===== src/logic/rsc_cfg.svh =====
// reset sequence controller constants: offsets, fields, resets, timing
// assumes a 25 MHz aclk; included by the package and the top module
`ifndef RSC_CFG_SVH
`define RSC_CFG_SVH
`define RSC_CLK_HZ 25000000
// sequence durations as printed, in microseconds
`define RSC_DRB_MIN_US 15000
`define RSC_DRB_MAX_US 50000
`define RSC_DR_MIN_US 400
`define RSC_DR_MAX_US 2000
`define RSC_ERLB_MIN_US 15000
`define RSC_ERLB_MAX_US 50000
`define RSC_FRL_MIN_US 400
`define RSC_FRL_MAX_US 2000
`define RSC_FRS_MIN_US 1
`define RSC_FRS_MAX_US 500
// base rate and regulator self test length in cycles
`define RSC_HZ_PER_MHZ 1000000
`define RSC_SMPS_CYC 64
// register byte offsets
`define RSC_OFS_CTRL 8'h00
`define RSC_OFS_CAUSE 8'h04
`define RSC_OFS_STATUS 8'h08
`define RSC_OFS_PHASE 8'h0c
// control fields
`define RSC_CTRL_BIST 0
`define RSC_CTRL_FUNC_LONG 1
`define RSC_CTRL_PIN_EN 2
`define RSC_CTRL_LVD 3
`define RSC_CTRL_HVD 4
`define RSC_CTRL_EXT_REG 5
`define RSC_CTRL_RESET 32'h0000_0001
// cause register: writing a one requests a functional reset
`define RSC_CAUSE_FUNC 0
// axi responses
`define RSC_RESP_OKAY 2'b00
`define RSC_RESP_SLVERR 2'b10
`endif


===== src/logic/rsc_pkg.sv =====
// types shared by the reset sequence controller
// assumes rsc_cfg.svh for constants
`include "rsc_cfg.svh"
package rsc_pkg;
	typedef enum logic [2:0] {
		seq_destr_bist,
		seq_destr_plain,
		seq_ext_long_bist,
		seq_func_long,
		seq_func_short
	} rsc_seq_type;
	typedef enum logic [2:0] {
		st_por_hold,
		st_reset_run,
		st_final_phase,
		st_pin_wait,
		st_normal_run
	} rsc_state_type;
	typedef struct packed {
		logic [7:0] awaddr;
		logic awvalid;
		logic [31:0] wdata;
		logic [3:0] wstrb;
		logic wvalid;
		logic bready;
		logic [7:0] araddr;
		logic arvalid;
		logic rready;
	} rsc_axi_req_type;
	typedef struct packed {
		logic awready;
		logic wready;
		logic [1:0] bresp;
		logic bvalid;
		logic arready;
		logic [31:0] rdata;
		logic [1:0] rresp;
		logic rvalid;
	} rsc_axi_rsp_type;
endpackage


===== src/logic/rsc_top.sv =====
// reset sequence controller: sequencer, reset pin control, axi4-lite registers
// assumes a 25 MHz aclk and asynchronous pins power_on_release_n, reset pin in
// Behaviour
// - destructive with self test: 15 to 50 ms
// - destructive without self test: 400 to 2000 us
// - external long with self test: 15 to 50 ms
// - functional long: 400 to 2000 us
// - functional short: 1 to 500 us
// - never self test on functional short
// - sequence ends entering normal run state
// - regulator self test in every destructive final phase
// - power-on release deassertion starts the sequence
// - reset pin open drain, low active
// - drop low drive at the release instant
// - external low hold extends the sequence
// - functional drive pin only when enabled
// - voltage detectors off by default externally regulated
`include "rsc_cfg.svh"
module rsc_top #(
	parameter int unsigned CLK_HZ = `RSC_CLK_HZ,
	parameter int unsigned DRB_CYC = `RSC_DRB_MIN_US * (CLK_HZ / `RSC_HZ_PER_MHZ),
	parameter int unsigned ERLB_CYC = `RSC_ERLB_MIN_US * (CLK_HZ / `RSC_HZ_PER_MHZ),
	parameter int unsigned DR_CYC = `RSC_DR_MIN_US * (CLK_HZ / `RSC_HZ_PER_MHZ),
	parameter int unsigned FRL_CYC = `RSC_FRL_MIN_US * (CLK_HZ / `RSC_HZ_PER_MHZ),
	parameter int unsigned FRS_CYC = `RSC_FRS_MIN_US * (CLK_HZ / `RSC_HZ_PER_MHZ),
	parameter int unsigned SMPS_CYC = `RSC_SMPS_CYC
) (
	// clock and reset
	input wire logic aclk,
	input wire logic aresetn,
	// register bus
	input wire rsc_pkg::rsc_axi_req_type axi_req,
	output rsc_pkg::rsc_axi_rsp_type axi_rsp,
	// power-on release and strap
	input wire logic power_on_release_n,
	input wire logic ext_regulation,
	input wire logic destructive_cause,
	input wire logic external_cause,
	// reset pin, open drain
	input wire logic reset_pin_in,
	output logic reset_pin_out,
	output logic reset_pin_oe,
	// device status
	output logic normal_run_state,
	output logic self_test_controller_run,
	output logic smps_test_run,
	output logic low_voltage_detector_en,
	output logic high_voltage_detector_en
);
	import rsc_pkg::*;

	logic [1:0] por_sync_reg;
	logic [1:0] pin_sync_reg;
	logic por_ok, pin_low;
	rsc_state_type state_reg;
	rsc_seq_type seq_reg;
	logic [31:0] timer_reg;
	logic [31:0] target_reg;
	logic ctrl_bist_reg, ctrl_func_long_reg, ctrl_pin_en_reg, ctrl_lvd_reg, ctrl_hvd_reg;
	logic ext_reg_reg;
	logic func_req_reg;
	logic destr_reg, extc_reg;
	logic bist_phase_reg;
	logic drive_pin_reg;
	logic smps_reg;
	logic done_flag_reg;
	logic [31:0] main_cyc, final_cyc;
	logic [2:0] strap_meta_reg;
	logic [2:0] strap_sync_reg;
	logic strap_ext_mode, strap_destr, strap_extc;

	// pin synchronisers
	always_ff @(posedge aclk) begin
		if (!aresetn) begin
			por_sync_reg <= 2'h0;
			pin_sync_reg <= 2'h0;
			strap_meta_reg <= 3'h0;
			strap_sync_reg <= 3'h0;
		end else begin
			por_sync_reg <= {por_sync_reg[0], power_on_release_n};
			pin_sync_reg <= {pin_sync_reg[0], reset_pin_in};
			strap_meta_reg <= {ext_regulation, destructive_cause, external_cause};
			strap_sync_reg <= strap_meta_reg;
		end
	end
	assign {strap_ext_mode, strap_destr, strap_extc} = strap_sync_reg;
	assign por_ok = por_sync_reg[1];
	assign pin_low = !pin_sync_reg[1];

	// strap capture of mode and cause while held in power-on reset
	always_ff @(posedge aclk) begin
		if (!aresetn) begin
			ext_reg_reg <= 1'b0;
			destr_reg <= 1'b1;
			extc_reg <= 1'b0;
		end else if (state_reg == st_por_hold) begin
			ext_reg_reg <= strap_ext_mode;
			destr_reg <= strap_destr;
			extc_reg <= strap_extc;
		end
	end

	// phase lengths: main part, then final phase
	always_comb begin
		main_cyc = DR_CYC;
		final_cyc = 32'h0000_0001;
		case (seq_reg)
			seq_destr_bist: begin
				main_cyc = DRB_CYC - DR_CYC;
				final_cyc = DR_CYC;
			end
			seq_destr_plain: begin
				main_cyc = DR_CYC - SMPS_CYC;
				final_cyc = SMPS_CYC;
			end
			seq_ext_long_bist: begin
				main_cyc = ERLB_CYC - DR_CYC;
				final_cyc = DR_CYC;
			end
			seq_func_long: begin
				main_cyc = FRL_CYC - 32'h0000_0001;
				final_cyc = 32'h0000_0001;
			end
			seq_func_short: begin
				main_cyc = FRS_CYC;
				final_cyc = 32'h0000_0001;
			end
			default: begin
				main_cyc = DR_CYC;
				final_cyc = 32'h0000_0001;
			end
		endcase
	end

	// sequencer
	always_ff @(posedge aclk) begin
		if (!aresetn) begin
			state_reg <= st_por_hold;
			seq_reg <= seq_destr_plain;
			timer_reg <= 32'h0;
			target_reg <= 32'h0;
			bist_phase_reg <= 1'b0;
			smps_reg <= 1'b0;
			drive_pin_reg <= 1'b1;
			done_flag_reg <= 1'b0;
		end else begin
			timer_reg <= timer_reg + 32'h0000_0001;
			case (state_reg)
				st_por_hold: begin
					drive_pin_reg <= 1'b1;
					timer_reg <= 32'h0;
					if (por_ok) begin
						state_reg <= st_reset_run;
						if (destr_reg) begin
							seq_reg <= ctrl_bist_reg ? seq_destr_bist : seq_destr_plain;
							bist_phase_reg <= ctrl_bist_reg;
						end else begin
							seq_reg <= extc_reg ? seq_ext_long_bist : seq_destr_plain;
							bist_phase_reg <= extc_reg;
						end
					end
				end
				st_reset_run: begin
					target_reg <= main_cyc;
					if (timer_reg >= main_cyc) begin
						bist_phase_reg <= 1'b0;
						smps_reg <= (seq_reg == seq_destr_bist) || (seq_reg == seq_destr_plain);
						timer_reg <= 32'h0;
						state_reg <= st_final_phase;
					end
				end
				st_final_phase: begin
					target_reg <= final_cyc;
					if (timer_reg >= final_cyc) begin
						smps_reg <= 1'b0;
						drive_pin_reg <= 1'b0;
						state_reg <= st_pin_wait;
					end
				end
				st_pin_wait: begin
					if (!pin_low) begin
						state_reg <= st_normal_run;
						done_flag_reg <= 1'b1;
					end
				end
				st_normal_run: begin
					if (!por_ok) begin
						state_reg <= st_por_hold;
					end else if (func_req_reg) begin
						seq_reg <= ctrl_func_long_reg ? seq_func_long : seq_func_short;
						bist_phase_reg <= 1'b0;
						drive_pin_reg <= ctrl_pin_en_reg;
						timer_reg <= 32'h0;
						done_flag_reg <= 1'b0;
						state_reg <= st_reset_run;
					end
				end
				default: state_reg <= st_por_hold;
			endcase
			if (!por_ok && state_reg != st_por_hold) begin
				state_reg <= st_por_hold;
				drive_pin_reg <= 1'b1;
				bist_phase_reg <= 1'b0;
				smps_reg <= 1'b0;
				done_flag_reg <= 1'b0;
			end
		end
	end

	// registered outputs
	always_ff @(posedge aclk) begin
		if (!aresetn) begin
			reset_pin_out <= 1'b0;
			reset_pin_oe <= 1'b1;
			normal_run_state <= 1'b0;
			self_test_controller_run <= 1'b0;
			smps_test_run <= 1'b0;
			low_voltage_detector_en <= 1'b0;
			high_voltage_detector_en <= 1'b0;
		end else begin
			reset_pin_out <= 1'b0;
			reset_pin_oe <= drive_pin_reg;
			normal_run_state <= (state_reg == st_normal_run);
			self_test_controller_run <= bist_phase_reg && (state_reg == st_reset_run);
			smps_test_run <= smps_reg;
			low_voltage_detector_en <= ctrl_lvd_reg;
			high_voltage_detector_en <= ctrl_hvd_reg;
		end
	end

	// axi4-lite write path
	logic aw_held, w_held, bvalid_reg, awready_reg, wready_reg;
	logic [7:0] awaddr_reg;
	logic [31:0] wdata_reg;
	logic [3:0] wstrb_reg;
	logic [1:0] bresp_reg;
	logic wr_fire;
	assign wr_fire = aw_held && w_held && !bvalid_reg;
	always_ff @(posedge aclk) begin
		if (!aresetn) begin
			aw_held <= 1'b0;
			w_held <= 1'b0;
			awready_reg <= 1'b1;
			wready_reg <= 1'b1;
			bvalid_reg <= 1'b0;
			awaddr_reg <= 8'h0;
			wdata_reg <= 32'h0;
			wstrb_reg <= 4'h0;
			bresp_reg <= `RSC_RESP_OKAY;
		end else begin
			if (axi_req.awvalid && !aw_held) begin
				aw_held <= 1'b1;
				awready_reg <= 1'b0;
				awaddr_reg <= axi_req.awaddr;
			end
			if (axi_req.wvalid && !w_held) begin
				w_held <= 1'b1;
				wready_reg <= 1'b0;
				wdata_reg <= axi_req.wdata;
				wstrb_reg <= axi_req.wstrb;
			end
			if (wr_fire) begin
				aw_held <= 1'b0;
				w_held <= 1'b0;
				awready_reg <= 1'b1;
				wready_reg <= 1'b1;
				bvalid_reg <= 1'b1;
				case (awaddr_reg)
					`RSC_OFS_CTRL, `RSC_OFS_CAUSE: bresp_reg <= `RSC_RESP_OKAY;
					default: bresp_reg <= `RSC_RESP_SLVERR;
				endcase
			end else if (bvalid_reg && axi_req.bready) begin
				bvalid_reg <= 1'b0;
			end
		end
	end

	// control register; detectors default off when externally regulated
	always_ff @(posedge aclk) begin
		if (!aresetn) begin
			{ctrl_hvd_reg, ctrl_lvd_reg, ctrl_pin_en_reg, ctrl_func_long_reg, ctrl_bist_reg} <= 5'(`RSC_CTRL_RESET);
		end else if (state_reg == st_por_hold) begin
			ctrl_lvd_reg <= !strap_ext_mode;
			ctrl_hvd_reg <= !strap_ext_mode;
		end else if (wr_fire && awaddr_reg == `RSC_OFS_CTRL && wstrb_reg[0]) begin
			ctrl_bist_reg <= wdata_reg[`RSC_CTRL_BIST];
			ctrl_func_long_reg <= wdata_reg[`RSC_CTRL_FUNC_LONG];
			ctrl_pin_en_reg <= wdata_reg[`RSC_CTRL_PIN_EN];
			ctrl_lvd_reg <= wdata_reg[`RSC_CTRL_LVD];
			ctrl_hvd_reg <= wdata_reg[`RSC_CTRL_HVD];
		end
	end

	// functional reset request, accepted only in normal run
	always_ff @(posedge aclk) begin
		if (!aresetn) begin
			func_req_reg <= 1'b0;
		end else if (wr_fire && awaddr_reg == `RSC_OFS_CAUSE && wstrb_reg[0]
			&& wdata_reg[`RSC_CAUSE_FUNC] && state_reg == st_normal_run) begin
			func_req_reg <= 1'b1;
		end else if (state_reg != st_normal_run || func_req_reg) begin
			func_req_reg <= 1'b0;
		end
	end

	// axi4-lite read path
	logic rvalid_reg, arready_reg;
	logic [31:0] rdata_reg;
	logic [1:0] rresp_reg;
	always_ff @(posedge aclk) begin
		if (!aresetn) begin
			rvalid_reg <= 1'b0;
			arready_reg <= 1'b1;
			rdata_reg <= 32'h0;
			rresp_reg <= `RSC_RESP_OKAY;
		end else if (axi_req.arvalid && !rvalid_reg) begin
			rvalid_reg <= 1'b1;
			arready_reg <= 1'b0;
			rresp_reg <= `RSC_RESP_OKAY;
			case (axi_req.araddr)
				`RSC_OFS_CTRL: rdata_reg <= {26'h0, ext_reg_reg, ctrl_hvd_reg, ctrl_lvd_reg,
					ctrl_pin_en_reg, ctrl_func_long_reg, ctrl_bist_reg};
				`RSC_OFS_CAUSE: rdata_reg <= {29'h0, extc_reg, destr_reg, func_req_reg};
				`RSC_OFS_STATUS: rdata_reg <= {22'h0, seq_reg, state_reg, done_flag_reg,
					pin_low, drive_pin_reg, bist_phase_reg};
				`RSC_OFS_PHASE: rdata_reg <= target_reg - timer_reg;
				default: begin
					rdata_reg <= 32'h0;
					rresp_reg <= `RSC_RESP_SLVERR;
				end
			endcase
		end else if (rvalid_reg && axi_req.rready) begin
			rvalid_reg <= 1'b0;
			arready_reg <= 1'b1;
		end
	end

	// bus outputs straight from flip-flops
	always_comb begin
		axi_rsp.awready = awready_reg;
		axi_rsp.wready = wready_reg;
		axi_rsp.bvalid = bvalid_reg;
		axi_rsp.bresp = bresp_reg;
		axi_rsp.arready = arready_reg;
		axi_rsp.rvalid = rvalid_reg;
		axi_rsp.rdata = rdata_reg;
		axi_rsp.rresp = rresp_reg;
	end
endmodule

===== config.mk =====
export PLATFORM = sky130hd
export DESIGN_NAME = rsc_top
export DESIGN_NICKNAME = d
export VERILOG_FILES = /design/src/logic/rsc_pkg.sv /design/src/logic/rsc_top.sv
export VERILOG_INCLUDE_DIRS = /design/src /design/src/logic
export SDC_FILE = /design/constraint.sdc
export NUM_CORES = 1
export LEC_CHECK = 0
export ABC_AREA = 1
export BUFFER_PORTS_ARGS = -buffer_cell sky130_fd_sc_hd__buf_2
export CORE_UTILIZATION = 35
export CTS_BUF_LIST = sky130_fd_sc_hd__clkbuf_16
export DETAILED_ROUTE_END_ITERATION = 8
export GPL_TIMING_DRIVEN = 0
export RECOVER_POWER = 25
export SLEW_MARGIN = 15
export SYNTH_ARGS = -nofsm -noshare
export SYNTH_HDL_FRONTEND = slang
export SYNTH_SLANG_ARGS = --single-unit

===== constraint.sdc =====
create_clock -name aclk -period 2.55 [get_ports aclk]
set_input_delay 0.255 -clock aclk [delete_from_list [all_inputs] [get_ports aclk]]
set_output_delay 0.255 -clock aclk [all_outputs]
set_load 0.005 [all_outputs]

# After elaboration in Yosys (flattened, before gate mapping)
# Cells that the tools add are included.
dict set report classes {
  n_mux 51
  add_sub_neg 2
  order_cmp 2
  n_reduce_logical 50
  n_bitwise 2
  eq_ne 20
}
# cell n
set ops {}
lappend ops {{32-bit one-hot mux with 4 select lines} 1}
lappend ops {{32-bit two-way mux} 3}
lappend ops {{32-bit one-hot mux with 3 select lines} 1}
lappend ops {{19-bit one-hot mux with 4 select lines} 1}
lappend ops {{32-bit greater-or-equal comparator} 2}
lappend ops {{32-bit one-hot mux with 2 select lines} 1}
lappend ops {{32-bit by 1-bit adder with 32-bit output, second input constant} 1}
lappend ops {{32-bit subtractor} 1}
lappend ops {{3-bit two-way mux} 10}
lappend ops {{14-bit one-hot mux with 2 select lines} 1}
lappend ops {{1-bit two-way mux} 23}
lappend ops {{8-bit by 3-bit == test with 1-bit output, second input constant} 2}
lappend ops {{8-bit by 4-bit == test with 1-bit output, second input constant} 2}
lappend ops {{8-bit logical NOT} 2}
lappend ops {{1-bit logical AND} 15}
lappend ops {{3-bit one-hot mux with 5 select lines} 1}
lappend ops {{2-bit nonzero test} 7}
lappend ops {{3-bit by 2-bit == test with 1-bit output, second input constant} 4}
lappend ops {{2-bit inequality test, second input constant} 6}
lappend ops {{4-bit AND reduction} 3}
lappend ops {{5-bit AND reduction} 2}
lappend ops {{3-bit nonzero test} 3}
lappend ops {{2-bit two-way mux} 4}
lappend ops {{2-bit OR reduction} 4}
lappend ops {{13 further kinds} 27}
dict set report word_totals {
  in_bits 64
  reg_bits 156
  output_inout_bits 48
}

# Depth between registers and ports, before layout
# Gate-level depths: netlist of the first run.
dict set report logic_depth {
  depth_word 7
  mapped_depth 22
  mapped_depth_nobuf 21
}

# Worst setup path before layout of the first run
# OpenSTA, ideal clock, no wires.
dict set report synth_path {
  kind {reg-to-reg}
  from {register seq_reg[0]}
  to {register timer_reg[15]}
  arrival_ns 2.112
  n_path_buf 1
  period_less_slack_ns 2.220
  required_ns 2.442
  path_stages_with_launch 17
  setup_slack_ns 0.330
  setup_ns 0.108
  path_cell_list {dfxtp_1 -> inv_1 -> nor3_1 -> inv_1 -> nand2_1 -> nor2_1 -> ha_1 -> nand4_1 -> nor3_1 -> nand2_1 -> nand4_2 -> nand3_2 -> nand2_4 -> inv_6 -> buf_12 -> nand2_1 -> inv_2}
}
dict set report synth_between {
  elab_chain_len 6
  word_cells_on_any_way 10
  classes_between {order compare: 1; eq/ne: 4; mux: 3; reduce/logical: 2}
}
# item line_no
set synth_rtl {}
lappend synth_rtl {{start, declared} rsc_top.sv:56} ;# rsc_seq_type seq_reg;
lappend synth_rtl {{start signal, assigned} rsc_top.sv:139} ;# seq_reg <= seq_destr_plain;
lappend synth_rtl {{start signal, assigned} rsc_top.sv:155} ;# seq_reg <= ctrl_bist_reg ? seq_destr_bist : seq_destr_plain;
lappend synth_rtl {{start signal, assigned} rsc_top.sv:158} ;# seq_reg <= extc_reg ? seq_ext_long_bist : seq_destr_plain;
lappend synth_rtl {{3-bit by 2-bit == test with 1-bit output or 3-bit logical NOT (tied branches)} rsc_top.sv:107} ;# case (seq_reg)
lappend synth_rtl {{2-bit OR reduction (no source line)} -}
lappend synth_rtl {{19-bit one-hot mux with 4 select lines *} rsc_top.sv:107}
lappend synth_rtl {{32-bit greater-or-equal comparator *} rsc_top.sv:165} ;# if (timer_reg >= main_cyc) begin
lappend synth_rtl {{32-bit two-way mux *} rsc_top.sv:165}
lappend synth_rtl {{32-bit one-hot mux with 3 select lines *} rsc_top.sv:148} ;# case (state_reg)
lappend synth_rtl {{end signal, assigned} rsc_top.sv:147} ;# timer_reg <= timer_reg + 32'h0000_0001;
lappend synth_rtl {{end, declared} rsc_top.sv:57} ;# logic [31:0] timer_reg;
# Every way passes the cells marked *; elsewhere a longest branch is shown, timed or not.
# A chain may end at the register's enable or synchronous reset.

# Worst setup path in the final report of the first run
dict set report layout_path {
  from {register timer_reg[0]}
  to {register rdata_reg[24]}
}
dict set report layout_between {
  elab_chain_len 2
}
# item line_no
set layout_rtl {}
lappend layout_rtl {{32-bit subtractor} rsc_top.sv:326} ;# `RSC_OFS_PHASE: rdata_reg <= target_reg - timer_reg;
lappend layout_rtl {{32-bit one-hot mux with 4 select lines} rsc_top.sv:320} ;# case (axi_req.araddr)
lappend layout_rtl {{end signal, assigned} rsc_top.sv:321} ;# `RSC_OFS_CTRL: rdata_reg <= {26'h0, ext_reg_reg, ctrl_hvd_reg, ctrl_lvd_reg,
lappend layout_rtl {{end signal, assigned} rsc_top.sv:323} ;# `RSC_OFS_CAUSE: rdata_reg <= {29'h0, extc_reg, destr_reg, func_req_reg};
lappend layout_rtl {{end signal, assigned} rsc_top.sv:326}
lappend layout_rtl {{end, declared} rsc_top.sv:308} ;# logic [31:0] rdata_reg;
# Every way passes these cells.

==> key figures, run 1 <==
Power
  – Power per cell area: 938 nW/um^2
  – LEAKAGE: between 4 and 5 nW
  – VDD IR max: ~0.48 mV

Detailed routing
  – DR vias/cell: 4.95
  – Post-DRT Antenna Nets: 0
  – DRC Markers: 0
  – Iter 0 DRT Violations: about 400
  – Drt wl/cell: 14.2 um
  – Router iterations before antenna repair: 5
  – Vias: 7,858
  – WL final: ~23,000 um

Synth
  – Syn. warnings: 0
  – Seq/Total Area, Yosys: between 30% and 40%
  – Post-synthesis cell type count: 55
  – Syn avg cell area: approximately 6.6 um^2
  – Mapped cell area: 7840 um^2
  – Gate Count Post-Synth: roughly 1,200
  – FF+latch count, synth: 131

Placed design
  – PortBufs: between 70 and 80
  – GPL Wtd Cong: 0.890
  – DPL Wire Length: ~18,000 um

Critical path
  – Data required, critical path: 2.84 ns
  – Cells on worst reg2reg path: 11
  – Worst r2r src: timer_reg[0]
  – Critical Path Source: timer_reg[0]
  – CP Capture Point: rdata_reg[24]
  – RR Endpoint: rdata_reg[24]
  – Worst Path Max Fanout: 5
  – Data arrival time of the worst path: around 2.7 ns
  – R2R setup slack: 0.17 ns
  – Startpoint types: flip-flop
  – Setup Crit Path Kind: flip-flop to flip-flop
  – CP Capture Type: flip-flop

STA
  – Fin. Hold Viols: 0
  – Hold WS: 0.0287 ns
  – Worst Tran Pin Value: roughly 0.75 ns
  – Crit share post-route: between 90 and 100%
  – # setup viols final: 0
  – Fmax: 421 MHz
  – Worst Clk Skew: about 0.0096 ns
  – Relative slew slack: 49.6%
  – Final slew viol count: 0
  – Post-layout min period: between 2 and 2.5 ns

Die
  – Die Wd: around 150 um
  – Rows: 54
  – Die ar.: 23,000 um^2
  – Total core area: 21,900 um^2
  – Die height: roughly 150 um
  – I/O pins: 112
  – Initial Utilization: around 36%

Run
  – Maxcap violations: 0

Global route
  – Largest net degree at the start of global routing: 17
  – First-pass GRT wire length: 36,300 um
  – Gr usage total: about a fifth
  – Antenna violations before repair: 0
  – Overflow after GRT: 0
  – Vias in the first global route: ~7,300

Clocking
  – TritonCTS clock tree: done
  – Max clock buf depth: 2
  – Worst-Skew Late Latency: roughly 0.44 ns
  – TritonCTS buffer count: 17
  – CTS clk-pin slew, worst paths: 0.06 ns
  – Clock Sinks: ~130
  – Root Driver: clkbuf_16
  – CTS H-tree depth: 4

Finish
  – Nets: ~1,400
  – Area delta synth->final: 21.0%
  – Share of cells above drive strength 1: between 10% and 20%
  – Fin util: 43.3%

Min path
  – Worst Min Path Start: axi_req[1]
  – Class of the worst hold path: primary input to flip-flop

Outcome
  – Status: complete, no violations
==> critical path, cell delays in order (launching register included) <==
cell and delay (ns):
dfxtp_1 0.45, ha_2 0.26, inv_1 0.08, fa_2 0.40, nand3_1 0.12, nand2_1 0.13, nand3_1 0.15, nand3_1 0.11
and2b_1 0.22, or2_1 0.21, nand3_1 0.06, a21oi_1 0.05
==> logic make-up (layout without fill, tap and decap cells) <==
family                     count (synthesis)  in the layout  share of synthesized area [%]
DFF                                      131            131                           33.5
xor gates and xnor gates                  12             12                           1.34
other                                      1              4                         0.0479
AOI/OAI and AO/OA                        177            177                           12.2
and+or+nand+nor                          615            615                           35.4
buffers and inverters                    209            331                           11.2
adders and majority gates                 39             39                           6.32
==> what timing repair did <==
action / CTS / global route
cloned: 0 / 0
hold buffers: 5 / 0
gates resized for setup: 7 / 56
pin swaps: 0 / 2
endpoints found under the setup margin: 29 / 53
hold endpoints to repair: 5 / 0
buffers inserted: 3 / 5
==> per-layer routing <==
| metal | GRT usage (%) | share of wire (%) | vias up |
|---|---|---|---|
| met3 | 3.38 | 4.6 | 39 |
| met1 | 25.1 | 45 | 3580 |
| met4 | 8.27 | 2.2 | 0 |
| li1 | - | - | 4070 |
| met5 | 0 | 0 | - |
| met2 | 35.3 | 48 | 169 |
==> synthesized netlist by cell type, drive strengths merged <==
cell | count | area, um^2
nand2 | 280 | 1070
inv | 171 | 647
nor2 | 152 | 596
dfxtp | 131 | 2620
nand3 | 89 | 485
a21oi | 84 | 420
o21ai | 65 | 329
nor3 | 42 | 269
ha | 38 | 475
nand4 | 24 | 156
buf | 23 | 170
xor2 | 12 | 105
clkbuf | 11 | 41.3
or2 | 11 | 68.8
nor4 | 9 | 62.6
a31oi | 4 | 25.0
clkinv | 4 | 20.0
nand3b | 4 | 33.8
o21bai | 4 | 30.0
o22ai | 4 | 25.0
o211ai | 3 | 22.5
o21a | 3 | 22.5
a21boi | 2 | 15.0
a21o | 2 | 15.0
nor3b | 2 | 20.0
o2111ai | 2 | 17.5
o221ai | 2 | 17.5
a211oi | 1 | 7.51
a22oi | 1 | 7.51
and2b | 1 | 7.51
conb | 1 | 3.75
fa | 1 | 20.0
nor2b | 1 | 6.26
==> where the power goes <==
part | leakage (nW) | internal, mW | switching [mW]
Sequential | 1.07 | 2.23 | 0.137
Combinational | 3.16 | 1.38 | 2.61
Clock | 0.295 | 1.41 | 1.13
Total | 4.53 | 5.01 | 3.88
==> how the worst min path moves through the flow <==
stage	endpoint	slack, ns	cells past startpoint
CTS	rvalid_reg	0.02	2
detailed placement	strap_sync_reg[1]	0.40	2
global route	rvalid_reg	0.04	2
floorplan	pin_sync_reg[0]	0.35	2
global placement	strap_sync_reg[0]	0.39	2
finish	rvalid_reg	0.03	2
==> layout make-up <==
type                    count  area (um^2)
flip-flops and latches    131         2640
fillers                  2376        12400
diodes                      1         2.50
repair buffers             90          490
multi-input cells         846         4510
clock buffers              17          425
inverters                 175          672
well taps                 280          350
clock inverters            15          179
plain buffers              34          216
==> stage by stage <==
stage / power (mW) / setup TNS, ns / instances / area, um^2 / setup slack [ns]
4_1_cts: 8.55 / 0 / 1583 / 9270 / 0.00257
3_5_place_dp: 5.96 / -4.94 / 1543 / 8580 / -0.269
6_report: 8.90 / 0 / 1589 / 9480 / 0.173
3_3_place_gp: 5.92 / -5.32 / 1543 / 8580 / -0.284
5_1_grt: 9.59 / -0.00356 / 1588 / 9480 / -0.00356
2_1_floorplan: 5.07 / 0 / 1186 / 7840 / 0.330
==> cells in the final DEF (no fill, tap or decap), types with 5 or more instances in the layout <==
cell type and count:
nor2_4 5, a21oi_1 76, nand3_2 11, xor2_1 12, buf_2 57, clkbuf_1 36, o21ai_1 5, inv_6 5
inv_8 6, o21ai_0 58, ha_2 5, nor3_1 31, buf_4 17, nor2_2 8, nand2_2 7, nor2_1 139
clkbuf_16 17, nand4_1 23, nand2_1 272, dfxtp_1 122, nor3_2 7, ha_1 32, inv_1 149, nand3_1 78
or2_2 9, nor4_1 8, dlygate4sd3_1 5, dfxtp_2 7, a21oi_2 8, inv_2 20
Note: power is estimated with default switching activity, not from simulation.
==> run 2, diff against run 1 <==
ABC_AREA = unset   (was 1)
CTS_CLUSTER_DIAMETER = 200   (was unset)
==> key figures, run 2 <==
Clocking
  – CTS clk-pin slew, worst paths: 0.06 ns (about the same)
  – Clock Sinks: 131 (unchanged)
  – Worst-Skew Late Latency: 0.43 ns (about the same)
  – Max clock buf depth: 2 (unchanged)
  – CTS H-tree depth: 4 (unchanged)
  – Root Driver: clkbuf_16
  – TritonCTS buffer count: 17 (unchanged)
  – TritonCTS clock tree: done

Critical path
  – RR Endpoint: timer_reg[30]
  – CP Buf/Inv Count: 3 (+2)
  – Crit path cell chain: buf_8 -> nor2b_4 -> nand2b_1 -> and2_4 -> ha_4 -> and4b_1 -> buf_6 -> a311oi_4 -> o31a_1 -> o21ai_2 -> a21o_4 -> clkbuf_16 -> nor2_1
  – CP Capture Type: flip-flop
  – Critical Path Max Stage Delay: 0.34 ns (-0.11 ns)
  – Top Family by Delay on Critical Path: compound AO/OA/AOI/OAI gates
  – Cell count along the critical path: 13 (+2)
  – CP max-delay cell: dfxtp_2
  – Startpoint types: flip-flop
  – Worst r2r src: seq_reg[0]
  – Setup Crit Path Kind: flip-flop to flip-flop
  – Data required, critical path: 2.86 ns (+0.02 ns)
  – CP Capture Point: timer_reg[30]
  – Critical Path Source: seq_reg[0]
  – Worst Path Max Fanout: 6 (+1)
  – Data arrival time of the worst path: 2.96 ns (+0.29 ns)
  – R2R setup slack: -0.1 ns (-0.27 ns)
  – Cells on worst reg2reg path: 13 (+2)

Power
  – Total power: 7.67 mW (-14%)
  – Switching power: 2.71 mW (-30%)
  – Int Power: 4.96 mW (-1.1%)
  – Switching fraction of total power: 35.3% (-8.3 points)
  – Reg power frac: 29.3% (+2.7 points)
  – Gate power share: 41.0% (-3.9 points)
  – LEAKAGE: 3.51 nW (-23%)
  – Power per cell area: 862 nW/um^2 (-8.1%)
  – Clock share of power: 29.6% (+1.1 points)
  – VDD IR max: 0.557 mV (+17%)

Detailed routing
  – WL final: 18,400 um (-18%)
  – Iter 0 DRT Violations: 342 (-14%)
  – Drt wl/cell: 14.9 um (+5.1%)
  – Vias: 6,208 (-21%)
  – DRC Markers: 0 (unchanged)
  – Router iterations before antenna repair: 5 (unchanged)
  – Post-DRT Antenna Nets: 0 (unchanged)
  – DR vias/cell: 5.03 (+1.7%)

Die
  – Rows: 51 (-5.6%)
  – Die height: 143 um (-6.0%)
  – Die ar.: 20,300 um^2 (-12%)
  – Die Wd: 143 um (-6.0%)
  – I/O pins: 112 (unchanged)
  – Total core area: 19,400 um^2 (-11%)
  – Initial Utilization: 35.7% (-0.13 points)

Finish
  – Register area: 2650 um^2 (+0.38%)
  – Fill cells: 1,947 (-18%)
  – Antenna diodes: 0 (-1)
  – Nets: 1,059 (-24%)
  – Area of the multi-input gates: 4330 um^2 (-3.8%)
  – Most frequent cells in the layout: dfxtp_1 (118), nor2_1 (89), nand2_1 (88)
  – Area delta synth->final: 28.6%
  – Most common cell after layout, fill and taps aside: dfxtp_1
  – Share of cells above drive strength 1: 24.6% (+7.8 points)
  – Finished Layout Cells: 1,234 (-22%)

Synth
  – Synth Flop Type: dfxtp_1
  – Seq/Total Area, Yosys: 37.9% (+4.4 points)
  – Commonest cells in the netlist: dfxtp_1 (131), nor2_1 (103), nand2_1 (89)
  – Syn. warnings: 0 (unchanged)
  – Synth area leaders: dfxtp_1 (38%), ha_1 (6.9%), nor2_1 (5.6%)
  – FF+latch count, synth: 131 (unchanged)
  – Yosys top cell by area: dfxtp_1
  – Top-count cell post-synth: dfxtp_1
  – Post-synthesis cell type count: 70 (+27%)
  – Gate Count Post-Synth: 831 (-30%)
  – Number of synthesized flops with an enable pin: 0 (unchanged)
  – Post-synth top area share: 37.9% (+4.4 points)
  – Syn avg cell area: 8.32 um^2 (+26%)
  – Asr flop ratio synth: 0% (unchanged)
  – Mapped cell area: 6920 um^2 (-12%)

Global route
  – Overflow after GRT: 0 (unchanged)
  – First-pass GRT wire length: 29,800 um (-18%)
  – Largest net degree at the start of global routing: 17 (unchanged)
  – Gr usage total: 18.8% (-1.6 points)
  – Vias in the first global route: 5,887 (-19%)
  – Antenna violations before repair: 0 (unchanged)

STA
  – Post-layout min period: 2.65 ns (+0.270 ns)
  – Crit share post-route: 104% (+11 points)
  – Final slew viol count: 0 (unchanged)
  – Worst Tran Pin Value: 0.903 ns (+0.153 ns)
  – Hold WS: 0.0277 ns (-0.000945 ns)
  – RSZ-0062 raised after global routing: yes
  – # setup viols final: 35 (+35)
  – Final worst slack: -0.0966 ns (-0.270 ns)
  – Worst Clk Skew: 0.0129 ns (+0.00333 ns)
  – Fin. Hold Viols: 0 (unchanged)
  – Fmax: 378 MHz (-10%)
  – Relative slew slack: 39.3% (-10 points)

Run
  – Maxcap violations: 0 (unchanged)

Placed design
  – GPL Wtd Cong: 0.843 (-5.4%)
  – DPL Wire Length: 13,300 um (-25%)
  – Cells after DPL: 1,175 (-24%)
  – Pre-CTS setup slack: -0.627 ns (-0.358 ns)
  – PortBufs: 77 (unchanged)

Outcome
  – Status: complete, but fails checks
  – Failing checks: setup timing

Min path
  – Worst Min Path Start: axi_req[0]
  – Class of the worst hold path: primary input to flip-flop
run 2: cell count changes in the layout (fill, tap and decap cells not counted), sizes merged, moves of 25 or more:
| cell | change |
|---|---|
| nor2 | -43 |
| nand3 | -58 |
| a21oi | -32 |
| xnor2 | +34 |
| inv | -152 |
| nor3 | -25 |
| nand2 | -191 |
| buf | +32 |
run 2: logic make-up (layout without fill, tap and decap cells):
| logic type | after synthesis | in the layout | share of synthesized area (%) |
|---|---|---|---|
| other | 1 | 3 | 0.0542 |
| flip-flops | 131 | 131 | 37.9 |
| multiplexers | 17 | 17 | 2.48 |
| buffers and inverters | 74 | 210 | 4.96 |
| AND/OR/NAND/NOR | 341 | 341 | 24.4 |
| XOR/XNOR | 56 | 56 | 7.09 |
| adder cells (fa/ha/maj) | 39 | 39 | 7.16 |
| AO/OA/AOI/OAI | 172 | 172 | 15.9 |
run 2: how the worst min path moves through the flow:
stage                   endpoint  slack (ns)  cells after the start
2_1_floorplan         rvalid_reg        0.35                      1
3_3_place_gp     por_sync_reg[1]        0.41                      1
3_5_place_dp     por_sync_reg[1]        0.42                      1
4_1_cts               rvalid_reg        0.02                      2
5_1_grt        strap_meta_reg[0]        0.03                      2
6_report              rvalid_reg        0.03                      2
run 2: what timing repair did:
action                     in CTS  in global routing
hold buffers                    0                  0
setup endpoints to repair      59                 58
pin swaps                      27                 19
resized for setup              55                 60
gates cloned                    1                  1
setup buffers                  23                  4
run 2: area by class of cell:
type / count / share of cell area [%]
clock buffer: 17 / 4.78
clock inverter: 15 / 1.31
timing repair buffer: 105 / 7.16
multi-input combinational: 628 / 48.7
tap: 265 / 3.73
buffer: 45 / 3.33
sequential: 131 / 29.8
inverter: 28 / 1.18
run 2: through the flow:
step	instance area (um^2)	setup TNS, ns	util (%)
6_report	8890	-2.67	45.9
4_1_cts	8600	-1.53	44.3
2_1_floorplan	6950	0	-
3_3_place_gp	7660	-23.78	39.5
5_1_grt	8890	-6.47	45.9
3_5_place_dp	7660	-24.31	39.5
run 2: per-layer routing:
layer  global-route usage, %  vias up  part of all wire (%)
li1                        -     3151                     -
met1                    23.5     2887                    46
met2                    31.2      140                    47
met3                    4.64       30                   4.2
met4                    6.68        0                   2.0
met5                       0        -                     0
run 2: worst register-to-register path, delay by kind of cell, from the launching register on:
family,cells,cell delay (ns)
buffers and inverters,3,0.39
AND/OR/NAND/NOR,5,0.67
adder cells (fa/ha/maj),1,0.26
flip-flops,1,0.34
AO/OA/AOI/OAI,4,0.86
run 2: power groups by stage:
stage	registers, mW	clock network (mW)	logic (mW)
2_1_floorplan	2.26	0	2.02
3_3_place_gp	2.29	0	2.54
3_5_place_dp	2.29	0	2.55
4_1_cts	2.24	2.31	2.78
5_1_grt	2.26	2.39	3.47
6_report	2.25	2.27	3.14
